===== config.mk =====
export PLATFORM = sky130hd
export DESIGN_NAME = dpcc_top
export DESIGN_NICKNAME = d
export VERILOG_FILES = /design/src/shared/dpcc_pkg.sv /design/src/hdl/dpcc_top.sv
export VERILOG_INCLUDE_DIRS = /design/src /design/src/shared
export SDC_FILE = /design/constraint.sdc
export NUM_CORES = 1
export LEC_CHECK = 0
export BUFFER_PORTS_ARGS = -buffer_cell sky130_fd_sc_hd__buf_2
export CAP_MARGIN = 10
export CORE_UTILIZATION = 64
export CTS_CLUSTER_DIAMETER = 30
export CTS_CLUSTER_SIZE = 30
export DETAILED_ROUTE_END_ITERATION = 6
export HOLD_SLACK_MARGIN = 0.12
export PLACE_DENSITY = 0.86
export SYNTH_ARGS = -nofsm -noshare
export SYNTH_HDL_FRONTEND = slang
export SYNTH_SLANG_ARGS = --single-unit

===== constraint.sdc =====
create_clock -name clock -period 7.28 [get_ports clock]
set_clock_uncertainty 0.1 [all_clocks]
set_input_delay 1.456 -clock clock [delete_from_list [all_inputs] [get_ports clock]]
set_output_delay 1.456 -clock clock [all_outputs]
set_load 0.05 [all_outputs]

===== src/shared/dpcc_regs.svh =====
// register map, field positions, reset values and timing counts of the pll clock config
`ifndef DPCC_REGS_SVH
`define DPCC_REGS_SVH

// ==========================================================
// register offsets (15-bit serial-port address)
`define DPCC_ADDR_PLL_IRQ_EN       15'h001f
`define DPCC_ADDR_PLL_IRQ_STATUS   15'h0023
`define DPCC_ADDR_SYNTH_CONTROL    15'h0083
`define DPCC_ADDR_SYNTH_STATUS     15'h0084
`define DPCC_ADDR_FEEDBACK_DIV     15'h0085
`define DPCC_ADDR_LOOP_FILTER_A    15'h0087
`define DPCC_ADDR_LOOP_FILTER_B    15'h0088
`define DPCC_ADDR_LOOP_FILTER_C    15'h0089
`define DPCC_ADDR_CP_CURRENT       15'h008a
`define DPCC_ADDR_VCO_OUT_DIV      15'h008b
`define DPCC_ADDR_REF_DIV          15'h008c
`define DPCC_ADDR_VCO_TRACK_A      15'h01b4
`define DPCC_ADDR_VCO_TRACK_B      15'h01b6
`define DPCC_ADDR_VCO_TRACK_C      15'h01bb

// ==========================================================
// field positions
`define DPCC_IRQ_LOST_BIT          4
`define DPCC_IRQ_LOCK_BIT          5
`define DPCC_CTRL_ENABLE_BIT       4
`define DPCC_CTRL_RECAL_BIT        7
`define DPCC_STAT_LOCK_BIT         1
`define DPCC_STAT_CAL_DONE_BIT     5
`define DPCC_STAT_EDGE_LO_BIT      6
`define DPCC_STAT_EDGE_HI_BIT      7

// ==========================================================
// legal ranges and band limits
`define DPCC_FB_MIN                8'h06
`define DPCC_FB_MAX                8'h7f
`define DPCC_REF_CODE_MAX          3'h4
`define DPCC_BAND_MID              9'h100
`define DPCC_BAND_MAX              9'h1ff

// ==========================================================
// reset values
`define DPCC_RST_FEEDBACK          8'h08
`define DPCC_RST_VCO_CODE          2'h1
`define DPCC_RST_REF_CODE          3'h0

// ==========================================================
// timing
`define DPCC_CAL_CYCLES            256

`endif


===== src/shared/dpcc_pkg.sv =====
// types of the pll clock config block
package dpcc_pkg;

  // ==========================================================
  // synthesizer sequencer states
  typedef enum logic [2:0] {
    DPCC_IDLE = 3'b001,
    DPCC_CAL  = 3'b010,
    DPCC_RUN  = 3'b100
  } dpcc_state_e;

  // ==========================================================
  // whole state of the block
  typedef struct packed {
    logic              sclk_d;
    logic [4:0]        bit_cnt;
    logic [23:0]       shift;
    logic [6:0]        out_sh;
    logic              sdo;
    logic              sdo_oe;
    logic [1:0]        irq_en;
    logic [1:0]        irq_src;
    logic [7:0]        ctrl;
    logic [7:0]        fb;
    logic [7:0]        lfa;
    logic [7:0]        lfb;
    logic [7:0]        lfc;
    logic [5:0]        cp;
    logic [1:0]        vco_code;
    logic [2:0]        ref_code;
    logic [7:0]        tra;
    logic [7:0]        trb;
    logic [7:0]        trc;
    logic [4:0]        ref_ratio;
    logic [4:0]        vco_ratio;
    dpcc_state_e       st;
    logic [15:0]       cal_cnt;
    logic              cal_done;
    logic              ever_en;
    logic [8:0]        band;
    logic              edge_hi;
    logic              edge_lo;
    logic              lock;
    logic              lock_d;
    logic              irq_oe;
    logic              clk_sel_pll;
  } dpcc_state_s;

endpackage


===== src/hdl/dpcc_top.sv =====
// register file, calibration sequencer and lock events of the sample-clock synthesizer
`timescale 1ns/1ns
`include "dpcc_regs.svh"
// Notes on behaviour
// sample clock comes straight from clock input or from the pll multiplier
// host should load the fixed optimisation values, e.g. loop filter a = 0x62
// five 4-bit loop filter codes are held across three loop filter registers
// charge pump current is a 6-bit code in the low bits of its register
// first enable runs charge pump calibration, then sets the calibration-done flag
// host loads all synthesizer settings before setting the enable bit
// reference divider codes 0..4 select divide by 1, 2, 4, 8, 16
// host keeps divided reference between 35 and 80 mhz
// feedback ratio is an 8-bit field accepting 6 to 127
// phase detector compares divided reference with sample clock over twice the ratio
// vco divider codes 1, 2, 3 select divide by 4, 8, 16
// host keeps vco frequency between 6 and 12 ghz
// device picks one of 512 vco bands automatically and tracks it
// host writes the three vco tracking registers for its frequency range
// host programs everything in order, then sets control bit 4 to enable
// lock is reported in bit 1 of the synth status register
// band edge hits flag status bits 7:6; host recalibrates via control bit 7
// lock and lost events enabled by bits 5:4, status and clear at bits 5:4
// enabled event rising edge latches its source; irq pin low while any latched
// status reads latched source when enabled, live event level when not
// lock event on lock rising, lost event on lock falling after being set

module dpcc_top
  import dpcc_pkg::*;
#(
  parameter int CAL_CYCLES = `DPCC_CAL_CYCLES
) (
  // clock and reset
  input  wire logic        clock,
  input  wire logic        srst,
  // serial port
  input  wire logic        spi_sclk,
  input  wire logic        spi_csn,
  input  wire logic        spi_sdi,
  output wire logic        spi_sdo,
  output wire logic        spi_sdo_oe,
  // interrupt pin, open drain, pulled low while oe high
  output wire logic        irq_n_oe,
  // analog synthesizer status
  input  wire logic        pll_locked,
  input  wire logic        vco_band_up,
  input  wire logic        vco_band_down,
  // analog synthesizer controls
  output wire logic        clk_sel_pll,
  output wire logic        synth_enable,
  output wire logic        cp_cal_active,
  output wire logic [8:0]  vco_band,
  output wire logic [7:0]  feedback_divide_ratio,
  output wire logic [4:0]  reference_divide_ratio,
  output wire logic [4:0]  vco_output_divide_ratio,
  output wire logic [19:0] loop_filter_codes,
  output wire logic [5:0]  cp_current_code,
  output wire logic [7:0]  vco_track_a,
  output wire logic [7:0]  vco_track_b,
  output wire logic [7:0]  vco_track_c
);

  // ==========================================================
  // decoding
  function automatic logic is_mapped(input logic [14:0] a);
    case (a)
      `DPCC_ADDR_PLL_IRQ_EN, `DPCC_ADDR_PLL_IRQ_STATUS, `DPCC_ADDR_SYNTH_CONTROL,
      `DPCC_ADDR_SYNTH_STATUS, `DPCC_ADDR_FEEDBACK_DIV, `DPCC_ADDR_LOOP_FILTER_A,
      `DPCC_ADDR_LOOP_FILTER_B, `DPCC_ADDR_LOOP_FILTER_C, `DPCC_ADDR_CP_CURRENT,
      `DPCC_ADDR_VCO_OUT_DIV, `DPCC_ADDR_REF_DIV, `DPCC_ADDR_VCO_TRACK_A,
      `DPCC_ADDR_VCO_TRACK_B, `DPCC_ADDR_VCO_TRACK_C: is_mapped = 1'b1;
      default: is_mapped = 1'b0;
    endcase
  endfunction

  dpcc_state_s q_r;
  dpcc_state_s q_nxt;

  logic [1:0]  live_ev;
  logic [1:0]  rise_ev;
  logic [7:0]  rd_data;
  logic [23:0] nsh;
  logic [14:0] rd_addr;
  logic [14:0] wr_addr;
  logic [7:0]  wd;
  logic        wr_stb;
  logic        start_cal;
  logic [1:0]  irq_clr;

  // live levels: bit 1 lock, bit 0 lost
  assign live_ev = {q_r.lock, q_r.lock_d & ~q_r.lock};
  assign rise_ev = {q_r.lock & ~q_r.lock_d, q_r.lock_d & ~q_r.lock};

  // ==========================================================
  // read mux
  always_comb begin
    rd_addr = nsh[14:0];
    rd_data = 8'h00;
    case (rd_addr)
      `DPCC_ADDR_PLL_IRQ_EN:    rd_data[`DPCC_IRQ_LOCK_BIT -: 2] = q_r.irq_en;
      `DPCC_ADDR_PLL_IRQ_STATUS:
        rd_data[`DPCC_IRQ_LOCK_BIT -: 2] =
          (q_r.irq_en & q_r.irq_src) | (~q_r.irq_en & live_ev);
      `DPCC_ADDR_SYNTH_CONTROL: rd_data = q_r.ctrl;
      `DPCC_ADDR_SYNTH_STATUS: begin
        rd_data[`DPCC_STAT_LOCK_BIT]     = q_r.lock;
        rd_data[`DPCC_STAT_CAL_DONE_BIT] = q_r.cal_done;
        rd_data[`DPCC_STAT_EDGE_LO_BIT]  = q_r.edge_lo;
        rd_data[`DPCC_STAT_EDGE_HI_BIT]  = q_r.edge_hi;
      end
      `DPCC_ADDR_FEEDBACK_DIV:  rd_data = q_r.fb;
      `DPCC_ADDR_LOOP_FILTER_A: rd_data = q_r.lfa;
      `DPCC_ADDR_LOOP_FILTER_B: rd_data = q_r.lfb;
      `DPCC_ADDR_LOOP_FILTER_C: rd_data = q_r.lfc;
      `DPCC_ADDR_CP_CURRENT:    rd_data = {2'h0, q_r.cp};
      `DPCC_ADDR_VCO_OUT_DIV:   rd_data = {6'h00, q_r.vco_code};
      `DPCC_ADDR_REF_DIV:       rd_data = {5'h00, q_r.ref_code};
      `DPCC_ADDR_VCO_TRACK_A:   rd_data = q_r.tra;
      `DPCC_ADDR_VCO_TRACK_B:   rd_data = q_r.trb;
      `DPCC_ADDR_VCO_TRACK_C:   rd_data = q_r.trc;
      default:                  rd_data = 8'h00;
    endcase
  end

  // ==========================================================
  // next state
  always_comb begin
    q_nxt     = q_r;
    nsh       = {q_r.shift[22:0], spi_sdi};
    wr_addr   = nsh[22:8];
    wd        = nsh[7:0];
    wr_stb    = 1'b0;
    start_cal = 1'b0;
    irq_clr   = 2'b00;
    q_nxt.sclk_d = spi_sclk;

    // serial port: 16-bit instruction (read flag, 15-bit address), one data byte
    if (spi_csn) begin
      q_nxt.bit_cnt = 5'h00;
      q_nxt.sdo_oe  = 1'b0;
    end else if (spi_sclk & ~q_r.sclk_d) begin
      q_nxt.shift = nsh;
      if (q_r.bit_cnt != 5'd24) begin
        q_nxt.bit_cnt = q_r.bit_cnt + 5'h01;
      end
      if (q_r.bit_cnt == 5'd15 && nsh[15]) begin
        // first data bit must be on the pin before the next rising edge
        q_nxt.sdo    = rd_data[7];
        q_nxt.out_sh = rd_data[6:0];
        q_nxt.sdo_oe = 1'b1;
      end
      if (q_r.bit_cnt == 5'd23) begin
        wr_stb = ~nsh[23] & is_mapped(wr_addr);
      end
    end else if (~spi_sclk & q_r.sclk_d & q_r.sdo_oe) begin
      if (q_r.bit_cnt == 5'd24) begin
        q_nxt.sdo_oe = 1'b0;
      end else if (q_r.bit_cnt > 5'd16) begin
        q_nxt.sdo    = q_r.out_sh[6];
        q_nxt.out_sh = {q_r.out_sh[5:0], 1'b0};
      end
    end

    // register writes
    if (wr_stb) begin
      case (wr_addr)
        `DPCC_ADDR_PLL_IRQ_EN:    q_nxt.irq_en = wd[`DPCC_IRQ_LOCK_BIT -: 2];
        `DPCC_ADDR_PLL_IRQ_STATUS: irq_clr = wd[`DPCC_IRQ_LOCK_BIT -: 2];
        `DPCC_ADDR_SYNTH_CONTROL: begin
          q_nxt.ctrl = wd;
          // calibrate on first enable and on every 0-to-1 of the recal bit written together with the enable bit set
          start_cal = wd[`DPCC_CTRL_ENABLE_BIT] &
                      ((~q_r.ever_en & ~q_r.ctrl[`DPCC_CTRL_ENABLE_BIT]) |
                       (wd[`DPCC_CTRL_RECAL_BIT] & ~q_r.ctrl[`DPCC_CTRL_RECAL_BIT]));
        end
        `DPCC_ADDR_FEEDBACK_DIV: begin
          // out-of-range ratios are dropped so the divider never sees them
          if (wd >= `DPCC_FB_MIN && wd <= `DPCC_FB_MAX) begin
            q_nxt.fb = wd;
          end
        end
        `DPCC_ADDR_LOOP_FILTER_A: q_nxt.lfa = wd;
        `DPCC_ADDR_LOOP_FILTER_B: q_nxt.lfb = wd;
        `DPCC_ADDR_LOOP_FILTER_C: q_nxt.lfc = wd;
        `DPCC_ADDR_CP_CURRENT:    q_nxt.cp  = wd[5:0];
        `DPCC_ADDR_VCO_OUT_DIV: begin
          if (wd[1:0] != 2'h0) begin
            q_nxt.vco_code  = wd[1:0];
            q_nxt.vco_ratio = 5'(5'h02 << wd[1:0]);
          end
        end
        `DPCC_ADDR_REF_DIV: begin
          if (wd[2:0] <= `DPCC_REF_CODE_MAX) begin
            q_nxt.ref_code  = wd[2:0];
            q_nxt.ref_ratio = 5'(5'h01 << wd[2:0]);
          end
        end
        `DPCC_ADDR_VCO_TRACK_A:   q_nxt.tra = wd;
        `DPCC_ADDR_VCO_TRACK_B:   q_nxt.trb = wd;
        `DPCC_ADDR_VCO_TRACK_C:   q_nxt.trc = wd;
        default: ;
      endcase
    end

    // sequencer
    case (q_r.st)
      DPCC_IDLE: begin
        if (start_cal) begin
          q_nxt.st = DPCC_CAL;
        end else if (q_r.ctrl[`DPCC_CTRL_ENABLE_BIT] & q_r.cal_done) begin
          q_nxt.st = DPCC_RUN;
        end
      end
      DPCC_CAL: begin
        q_nxt.cal_cnt = q_r.cal_cnt + 16'h0001;
        if (q_r.cal_cnt == 16'(CAL_CYCLES - 1)) begin
          q_nxt.st       = DPCC_RUN;
          q_nxt.cal_done = 1'b1;
        end
      end
      DPCC_RUN: begin
        if (~q_r.ctrl[`DPCC_CTRL_ENABLE_BIT]) begin
          q_nxt.st = DPCC_IDLE;
        end else if (vco_band_up) begin
          if (q_r.band == `DPCC_BAND_MAX) q_nxt.edge_hi = 1'b1;
          else q_nxt.band = q_r.band + 9'h001;
        end else if (vco_band_down) begin
          if (q_r.band == 9'h000) q_nxt.edge_lo = 1'b1;
          else q_nxt.band = q_r.band - 9'h001;
        end
      end
      default: q_nxt.st = DPCC_IDLE;
    endcase
    if (start_cal) begin
      // a fresh calibration restarts the band search from mid range
      q_nxt.st       = DPCC_CAL;
      q_nxt.cal_cnt  = 16'h0000;
      q_nxt.cal_done = 1'b0;
      q_nxt.band     = `DPCC_BAND_MID;
      q_nxt.edge_hi  = 1'b0;
      q_nxt.edge_lo  = 1'b0;
      q_nxt.ever_en  = 1'b1;
    end

    // lock status and interrupt sources
    q_nxt.lock   = pll_locked & (q_r.st == DPCC_RUN) & q_r.ctrl[`DPCC_CTRL_ENABLE_BIT];
    q_nxt.lock_d = q_r.lock;
    for (int i = 0; i < 2; i++) begin
      // a new event beats a clear in the same cycle
      q_nxt.irq_src[i] = q_r.irq_en[i] &
                         ((q_r.irq_src[i] & ~irq_clr[i]) | rise_ev[i]);
    end
    q_nxt.irq_oe      = |q_r.irq_src;
    q_nxt.clk_sel_pll = q_r.lock;
  end

  // ==========================================================
  // state register
  always_ff @(posedge clock) begin
    if (srst) begin
      q_r           <= '0;
      q_r.st        <= DPCC_IDLE;
      q_r.fb        <= `DPCC_RST_FEEDBACK;
      q_r.vco_code  <= `DPCC_RST_VCO_CODE;
      q_r.vco_ratio <= 5'(5'h02 << `DPCC_RST_VCO_CODE);
      q_r.ref_code  <= `DPCC_RST_REF_CODE;
      q_r.ref_ratio <= 5'(5'h01 << `DPCC_RST_REF_CODE);
      q_r.band      <= `DPCC_BAND_MID;
    end else begin
      q_r <= q_nxt;
    end
  end

  // ==========================================================
  // outputs
  assign spi_sdo                 = q_r.sdo;
  assign spi_sdo_oe              = q_r.sdo_oe;
  assign irq_n_oe                = q_r.irq_oe;
  assign clk_sel_pll             = q_r.clk_sel_pll;
  assign synth_enable            = q_r.ctrl[`DPCC_CTRL_ENABLE_BIT];
  assign cp_cal_active           = q_r.st == DPCC_CAL;
  assign vco_band                = q_r.band;
  // the phase detector divides the sample clock by twice this ratio
  assign feedback_divide_ratio   = q_r.fb;
  assign reference_divide_ratio  = q_r.ref_ratio;
  assign vco_output_divide_ratio = q_r.vco_ratio;
  assign loop_filter_codes       = {q_r.lfc[3:0], q_r.lfb, q_r.lfa};
  assign cp_current_code         = q_r.cp;
  assign vco_track_a             = q_r.tra;
  assign vco_track_b             = q_r.trb;
  assign vco_track_c             = q_r.trc;
endmodule // dpcc_top


==> impl_summary.md, run 1 <==
STA
The count of endpoints failing hold in the final timing report was 0. The count of pins over their slew limit came to 0. Setup total negative slack on the finished layout was measured at 0 ns.

For the finished layout, the period the worst path requires is 4.53 ns. After layout, the worst setup slack is 2.75 ns. Setup repair after global routing left no endpoint under its margin. The period utilization is 62.2%. The highest clock frequency the design can meet is 0.221 GHz. Setup violations remaining at the end of the flow were counted as 0. At the pin with the least slew margin, the transition time is 1.22 ns. In this run the tightest slew margin relative to its limit is 18.3%.

Floorplan
The die is 116 um tall. After floorplanning, the core was divided into 41 placement rows. For this configuration, the core starts out at a cell density of 65.7%. The standard cell core area is 12600 um2. The die covers 13400 um2. The top-level I/O count is 91.

The die is 116 um wide.

Detailed routing
The via density per instance is 6.23. After detailed routing, the number of remaining DRC violations is 0. In this run the remaining antenna-violating nets after routing total 0. In the final routed layout, each cell accounts on average for 18.4 um. The total via count in the routed design is 7128. After the first detailed-routing iteration, the DRC count stood at 821.

For this run, the detailed router's first-pass iteration total came to 6. The final layout contains routed wiring with a total length of 21.1 mm.

Place
During placement, the flow inserted port buffers numbering 89. The wire-length estimate of the detail-placed layout is 14.0 mm. The setup slack after placement is 2.43 ns. The final RePlAce weighted congestion is 0.949.

Layout
Cells with a size suffix above 1 make up 15.0% of the layout. Relative to the synthesized area, the layout overhead comes to 6.37%. The final net count is 980. The number of diodes is 0. In the layout the commonest cells are sky130_fd_sc_hd__dfxtp_1, sky130_fd_sc_hd__nor2_1, sky130_fd_sc_hd__nand2_1, sky130_fd_sc_hd__buf_2, sky130_fd_sc_hd__mux2i_1. Fill cells in the final layout number 971. The library cell used most frequently in the layout, excluding fill and tap cells, is sky130_fd_sc_hd__dfxtp_1.

CTS
The maximum buffer depth of the clock tree is 2. The clock tree from TritonCTS is built. Clock latency on the worst-skew pair, taken at its later pin, is 0.43 ns. The number of setup buffers added after CTS is 0. After clock tree synthesis, the flow added hold-fix buffers numbering 0.

The clock transition time at the flip-flop clock pins of the worst setup and hold paths is 0.06 ns. The clock tree synthesis step divided the H-tree into 4 levels. In this run, CTS created clock tree buffers numbering 17.

The post-cts repair resize count is 0. The clock root buffer master is sky130_fd_sc_hd__clkbuf_16. The tree built by TritonCTS fans out to 161 sinks.

Critical path
The critical path goes through buf_2 -> nor3b_4 -> nand3_1 -> or2_1 -> nor4b_2 -> mux2i_1 -> nor2_1. On the worst path, the slowest cell contributes a delay of 1.11 ns. The critical path buffer and inverter count is 1.

The top cell family by delay on the critical path is simple AND/OR/NAND/NOR gates. The critical path is of the in -> reg type. The data arrival time of the critical path is 4.71 ns.

The required arrival time at the worst endpoint is 7.47 ns. The cell with the largest stage delay on the worst path is sky130_fd_sc_hd__nor4b_2. Of all nets on the critical path, the largest fanout is 25. The worst setup path is captured at a flip-flop. The category of the worst setup path launch point is an input pin.

Power and ir drop
The clock network burns 49.8% of the power. In this run, flip-flops and latches consume 47.1% of the power. The share of total power dissipated in combinational logic is 3.0%.

The analysis attributes to net switching a power of 0.405 mW. The cell leakage power is 3.24 nW. In this run switching power makes up 21.6% of total power. The worst voltage drop across the vdd grid is 0.190 mV. The power per cell area is 212 nW/um2. The cell-internal power is 1.47 mW. The total design power is 1.87 mW.

Synth
The part of the Yosys area used for sequential elements is 38.9%. Synthesis produced a netlist whose cell count is 978. The mean cell area of the mapped netlist is 8.48 um2. The fraction of post-synthesis cell area in the top cell type by area is 38.9%. After synthesis the cells add up to 8290 um2.

When the netlist entered floorplanning its net count stood at 998. The post-synthesis sequential element count is 161. Synthesis instantiated 67 different standard cells from the library.

The proportion of synthesized flip-flops having asynchronous set or reset is 0%. The largest total area in the synthesized netlist belongs to sky130_fd_sc_hd__dfxtp_1. The synthesized design contains 0 enable-type register cells. By area the synthesized netlist is led by sky130_fd_sc_hd__dfxtp_1, sky130_fd_sc_hd__mux2i_1, sky130_fd_sc_hd__buf_4, sky130_fd_sc_hd__nor2_1, sky130_fd_sc_hd__nand2_1. The most used flip-flop cell after synthesis is sky130_fd_sc_hd__dfxtp_1. The total of warnings raised by yosys is 0.

Global route
The total routing usage reported by global routing is 32.8%. The first global-routing pass estimated 33.4 mm of wire. The number of antenna violations at the first check in global routing is 0. After global routing the overflow that remains totals 0. The number of global-route vias before repair is 6455. The pin count of the biggest net entering global routing is 71.

Job
The tool flagged a number of max-cap violations equal to 0.

Status
The run finished with clean final reports.

Hold path
The worst hold path class is reg -> reg.
metrics by stage:
step	instance area [um2]	cells	utilization (%)	hold slack, ns
2_1_floorplan	8290	978	-	0.321
3_3_place_gp	8210	1113	65.0	0.327
3_5_place_dp	8210	1113	65.0	0.339
4_1_cts	8820	1144	69.9	0.353
5_1_grt	8820	1144	69.9	0.377
6_report	8820	1144	69.9	0.350
registers in the layout, indices dropped and copies added (netlist names), 4 cells and up:
signal,count
q_r,56
nsh,23
loop_filter_codes,20
vco_band,9
feedback_divide_ratio,8
vco_track_a,8
vco_track_b,8
vco_track_c,8
cp_current_code,6
reference_divide_ratio,5
vco_output_divide_ratio,4
power groups by stage:
stage | Combinational (mW) | Clock (mW) | Sequential [mW]
floorplan | 0.0420 | 0 | 0.903
detailed placement | 0.0552 | 0 | 0.903
CTS | 0.0554 | 0.937 | 0.883
global route | 0.0616 | 0.975 | 0.883
finish | 0.0567 | 0.933 | 0.883
global placement | 0.0549 | 0 | 0.903
metal layers:
layer	up-vias	wire, um	global-route usage (%)
met2	370	10100	53.1
li1	3319	-	-
met4	0	695	15.9
met3	58	1800	7.48
met1	3381	8510	41.5
met5	-	0	0
cell type report:
type,count,area (um2),area share (%)
clock buffers,22,484,5.49
repair buffers,95,493,5.59
inverters,14,52.6,0.596
clock inverters,9,129,1.46
well taps,172,215,2.44
multi-input cells,671,4220,47.9
flip-flops and latches,161,3220,36.6
synth_stat cells, types with 6 or more instances:
master and count:
sky130_fd_sc_hd__a211oi_1 9, sky130_fd_sc_hd__xnor2_1 12, sky130_fd_sc_hd__ha_1 11, sky130_fd_sc_hd__nor4_1 12, sky130_fd_sc_hd__a22oi_1 9, sky130_fd_sc_hd__buf_1 8
sky130_fd_sc_hd__nand3_1 19, sky130_fd_sc_hd__buf_4 80, sky130_fd_sc_hd__inv_1 13, sky130_fd_sc_hd__clkbuf_1 37, sky130_fd_sc_hd__nand3b_1 8, sky130_fd_sc_hd__nor3_1 19
sky130_fd_sc_hd__or3_1 6, sky130_fd_sc_hd__xor2_1 11, sky130_fd_sc_hd__dfxtp_1 161, sky130_fd_sc_hd__nand2b_1 11, sky130_fd_sc_hd__nand2_1 101, sky130_fd_sc_hd__mux2i_1 86
sky130_fd_sc_hd__nor2b_1 8, sky130_fd_sc_hd__a21oi_1 60, sky130_fd_sc_hd__nor2_1 137, sky130_fd_sc_hd__buf_2 7, sky130_fd_sc_hd__nand4_1 11, sky130_fd_sc_hd__and3_1 14
sky130_fd_sc_hd__o21ai_0 28, sky130_fd_sc_hd__nor3_4 7
kinds of logic after synthesis:
logic type	Yosys count	synth area share [%]
flip-flops	161	38.9
adder cells (fa/ha/maj)	12	1.90
XOR/XNOR	23	2.43
AND/OR/NAND/NOR	389	23.7
buffers and inverters	146	10.3
other	1	0.0452
multiplexers	88	10.7
AO/OA/AOI/OAI	158	12.0
worst paths after layout:
check | from | end | slack [ns] | depth (start not counted)
min | q_r[127]$_SDFFE_PP0P_ | q_r[127]$_SDFFE_PP0P_ | 0.35 | 1
max reg2reg | q_r[163]$_SDFF_PP0_ | loop_filter_codes[0]$_SDFFE_PP0P_ | 3.58 | 6
max | spi_csn | loop_filter_codes[0]$_SDFFE_PP0P_ | 2.75 | 7
min reg2reg | q_r[127]$_SDFFE_PP0P_ | q_r[127]$_SDFFE_PP0P_ | 0.35 | 1
No activity file was read; power rests on OpenSTA's default activity.
==> inputs of run 2 (changes only) <==
ABC_AREA = 1   (was unset)
CORE_UTILIZATION = 60   (was 64)
PLACE_DENSITY = 0.81   (was 0.86)
clock period = 4.2 ns   (was 7.28 ns; I/O delays follow)
==> run 2 against run 1 <==
Effect of this change: the run now ends with design-rule violations left; clock-buffer cell count shrank 5; cell area grew 8.2%; critical endpoint is now q_r[132]$_SDFFE_PP0P_; power is 84% higher; routed wire length rose by 14%; largest power group unchanged; clock power up 82%; setup slack worse by 1.5 ns; worst hold slack better by 0.011 ns; synthesized area rose by 7.9%; core utilization down 4.2 points; register-to-register slack worse by 2.3 ns; combinational power rose to 3.1 times the previous value; first-iteration DRC count shrank 6.0%.
==> impl_summary.md, run 2 <==
Status
The flow ran to the end, but the final reports show violations. The checks that failed: design-rule violations.

CTS
The number of buffers added by the clock tree synthesis step was 17 (unchanged). The post-cts repair resize count is 0 (unchanged). The H-tree depth reported by CTS was 4 (unchanged). The count of clock tree sinks was 161 (unchanged).

The post-cts hold buffer count is 0 (unchanged). The number of setup buffers added after CTS is 0 (unchanged). TritonCTS built the clock tree. The clock transition time at the flip-flop clock pins of the worst setup and hold paths is 0.07 ns (about the same). The maximum buffer depth of the clock tree came to 2 (unchanged). The clock latency reported for the late side of the worst-skew pair is 0.43 ns (about the same).

CTS placed an instance of sky130_fd_sc_hd__clkbuf_16 at the clock tree root.

Layout
The final net count is 1380 (+41%). The number of diodes is 0 (unchanged). The share of layout cells above drive strength 1 is 11.4% (-3.7 points). The most common library cell in the layout ignoring fill and taps is sky130_fd_sc_hd__nand2_1. The register ranked first by flip-flop count is q_r. The top cell types in the final layout, fill and taps aside, are sky130_fd_sc_hd__nand2_1, sky130_fd_sc_hd__inv_1, sky130_fd_sc_hd__nor2_1, sky130_fd_sc_hd__dfxtp_1, sky130_fd_sc_hd__o21ai_0. The flip-flop count of the largest register after layout is 56 (unchanged). The area overhead of the layout relative to synthesis is 6.66%.

Critical path
The worst-path maximum fanout was 15 (-40%). The startpoint of the worst register-to-register path is nsh[1]$_SDFFE_PP0P_. The data arrival time of the critical path is 3.15 ns (-1.56 ns). The reg-to-reg setup timing slack is 1.30 ns (-2.28 ns).

The worst register-to-register path ends at q_r[132]$_SDFFE_PP0P_. The stage delay of the slowest cell on the critical path is 0.85 ns (-0.26 ns). The slowest stage of the critical path is the sky130_fd_sc_hd__dfxtp_1 cell.

The worst setup path is captured at a flip-flop. The critical path buffer and inverter count is 1 (unchanged). The category of the worst setup path launch point is a flip-flop. The top cell family by delay on the critical path is simple AND/OR/NAND/NOR gates.

The required arrival time at the worst endpoint was 4.45 ns (-3.02 ns). Walking the worst path, the cells encountered are inv_1 -> nor2_1 -> nand2_1 -> nor2_1 -> nand2_1 -> o22ai_1 -> nor2_1 -> nand3_1 -> nand2_1 -> a21oi_1. The launch point of the worst path is nsh[1]$_SDFFE_PP0P_. The number of cells on the worst reg-to-reg path came to 10 (+4).

The start-to-end type of the worst setup path is reg -> reg.

Place
The port buffer count came to 89 (unchanged). The setup slack after placement is 1.08 ns (-1.35 ns). The sum of net half-perimeters after detailed placement is 17.1 mm (+22%).

The final RePlAce weighted congestion came to 1.07 (+13%).

STA
The headroom to the max-slew limit is 45.9% (+28 points). The count of endpoints failing hold in the final timing report is 0 (unchanged). The routed design could run at a clock period as short as 2.90 ns. The post-route worst setup slack is 1.30 ns (-1.45 ns). Derived from the worst setup path, the maximum achievable clock frequency is 0.345 GHz. The period utilization is 69.0%.

Setup repair after global routing left no endpoint under its margin. The pin slew with the least headroom to its limit is 0.810 ns (-0.412 ns). The aggregate negative setup slack came to 0 ns (unchanged).

The final number of setup-violating endpoints came to 0 (unchanged). The count of pins over their slew limit is 0 (unchanged).

Floorplan
The vertical die dimension is 124 um (+7.2%). The total die area came to 15400 um2 (+15%). The chip width is 124 um (+7.2%).

The top-level I/O count was 91 (unchanged). The number of placement rows came to 44 (+7.3%). The standard cell core area came to 14500 um2 (+15%). The effective utilization at floorplan came to 61.6% (-4.1 points).

Synth
Sorting the synthesized cells by how often they occur yields sky130_fd_sc_hd__nand2_1, sky130_fd_sc_hd__inv_1, sky130_fd_sc_hd__nor2_1, sky130_fd_sc_hd__dfxtp_1, sky130_fd_sc_hd__o21ai_0. The dominant cell by count in the synthesized netlist is sky130_fd_sc_hd__nand2_1. The most frequently used flop master after synthesis is sky130_fd_sc_hd__dfxtp_1. The post-synthesis sequential element count is 161 (unchanged). The synthesized area is 8950 um2 (+7.9%). The number of distinct library cell variants in the gate-level netlist after synthesis came to 39 (-42%). The total of warnings raised by yosys is 0 (unchanged). The number of nets produced by synthesis is 1383 (+39%). The part of the Yosys area used for sequential elements is 36.0% (-2.8 points). The fraction of post-synthesis cell area in the top cell type by area is 36.0% (-2.8 points). The count of flip-flops with a built-in enable after synthesis is 0 (unchanged). The proportion of synthesized flip-flops having asynchronous set or reset is 0% (unchanged).

The mean cell area of the mapped netlist was 6.57 um2 (-23%). Yosys attributes the largest share of cell area to sky130_fd_sc_hd__dfxtp_1, sky130_fd_sc_hd__nand2_1, sky130_fd_sc_hd__inv_1, sky130_fd_sc_hd__nor2_1, sky130_fd_sc_hd__buf_4. The cell count after synthesis is 1363 (+39%). Summed over all instances, the cell type with the most area after synthesis is sky130_fd_sc_hd__dfxtp_1.

Global route
The global-route track usage on met3 is 6.36% (-1.1 points). The wire length of the first global-routing pass came to 38.3 mm (+15%). The fraction of met2 tracks used by global routing was 51.3% (-1.8 points). The pin count of the biggest net entering global routing is 79 (+11%). The busiest metal layer after global routing is met2. The remaining global-route overflow came to 0 (unchanged). The number of global-route vias before repair came to 7689 (+19%). The fraction of met1 tracks used by global routing is 43.1% (+1.7 points).

The total routing usage reported by global routing was 32.4% (-0.49 points). The number of antenna violations at the first check in global routing was 0 (unchanged).

Job
The number of violations of the max-capacitance limit was 0 (unchanged).

Detailed routing
The number of nets still failing antenna checks after routing is 0 (unchanged). The number of DRC violations after detailed routing is 2 (+2). The total via count in the routed design is 8548 (+20%). The starting DRC count in detailed routing came to 772 (-6.0%). The via density per instance came to 5.49 (-12%). The aggregate routed wire length is 24.0 mm (+14%). The detail-routed net length per standard cell is 15.4 um (-16%).

The number of detailed-route iterations in the first pass was 7 (+1).

Hold path
The startpoint of the most critical hold path is q_r[15]$_SDFFE_PP0P_. The worst hold path stage count is 2 (+1). The worst hold path class is reg -> reg. The path with the worst hold slack has its endpoint at q_r[15]$_SDFFE_PP0P_.

Power and ir drop
The worst voltage drop across the vdd grid is 0.260 mV (+36%). The power per cell area is 361 nW/um2 (+70%). The cell leakage power is 4.51 nW (+39%).
## run 2: cell types whose count changed after synthesis, sizes merged, moves of 9 or more
cell | before | now
nand3 | 19 | 76
inv | 13 | 223
a22oi | 9 | 0
a21oi | 60 | 86
clkbuf | 37 | 25
mux2i | 86 | 0
nor2 | 137 | 196
nand2b | 11 | 0
nand4 | 11 | 21
nand2 | 101 | 271
and3 | 14 | 2
o21ai | 28 | 113
## run 2: layout make-up
type / count / area (um2)
Timing Repair Buffer: 94 / 495
Tap cell: 184 / 230
Fill cell: 1356 / 4990
Clock buffer: 17 / 425
Sequential cell: 161 / 3220
Inverter: 226 / 848
Multi-Input combinational cell: 860 / 4100
Clock inverter: 15 / 219
## run 2: power breakdown
| group | internal [mW] | switching [mW] | leakage [nW] | total (mW) |
|---|---|---|---|---|
| Clock | 1.01 | 0.684 | 0.309 | 1.70 |
| Sequential | 1.54 | 0.0325 | 1.30 | 1.57 |
| Combinational | 0.0437 | 0.134 | 2.90 | 0.178 |
## run 2: stage by stage
stage               hold slack, ns  std cells  cell area (um2)  total power [mW]  util, %
floorplan                    0.319       1363             8950              1.73        -
global placement             0.335       1525             8900              1.77     61.2
detailed placement           0.346       1525             8900              1.78     61.2
CTS                          0.356       1557             9540              3.46     65.7
global route                 0.378       1557             9540              3.55     65.7
finish                       0.361       1557             9540              3.45     65.7
## run 2: worst max path at each step
stage / cells after the start / slack (ns) / to
CTS: 10 / 1.46 / q_r[132]$_SDFFE_PP0P_
global placement: 13 / 1.11 / vco_band[8]$_SDFFE_PP1P_
detailed placement: 13 / 1.08 / vco_band[8]$_SDFFE_PP1P_
floorplan: 10 / 1.71 / cp_current_code[0]$_SDFFE_PP0P_
finish: 10 / 1.30 / q_r[132]$_SDFFE_PP0P_
global route: 12 / 1.22 / q_r[129]$_SDFFE_PP0P_
## run 2: cell families (layout without fill, tap and decap cells)
group | Yosys count | count (layout) | synth area share [%]
buffers and inverters | 342 | 352 | 18.1
other | 1 | 1 | 0.0419
and+or+nand+nor | 614 | 614 | 30.0
AOI/OAI and AO/OA | 218 | 218 | 12.6
xor gates and xnor gates | 15 | 15 | 1.47
adders and majority gates | 12 | 12 | 1.76
DFF | 161 | 161 | 36.0
## run 2: routing by layer
layer	part of all wire, %	wire length, um
met1	43	10400
met2	45	10900
met3	8.2	1970
met4	3.0	721
met5	0	0
## run 2: worst reg2reg max path, cell delays in order (launching register included)
cell and delay (ns):
sky130_fd_sc_hd__dfxtp_1 0.85, sky130_fd_sc_hd__inv_1 0.32, sky130_fd_sc_hd__nor2_1 0.33, sky130_fd_sc_hd__nand2_1 0.17, sky130_fd_sc_hd__nor2_1 0.13, sky130_fd_sc_hd__nand2_1 0.19, sky130_fd_sc_hd__o22ai_1 0.24, sky130_fd_sc_hd__nor2_1 0.10
sky130_fd_sc_hd__nand3_1 0.15, sky130_fd_sc_hd__nand2_1 0.08, sky130_fd_sc_hd__a21oi_1 0.16
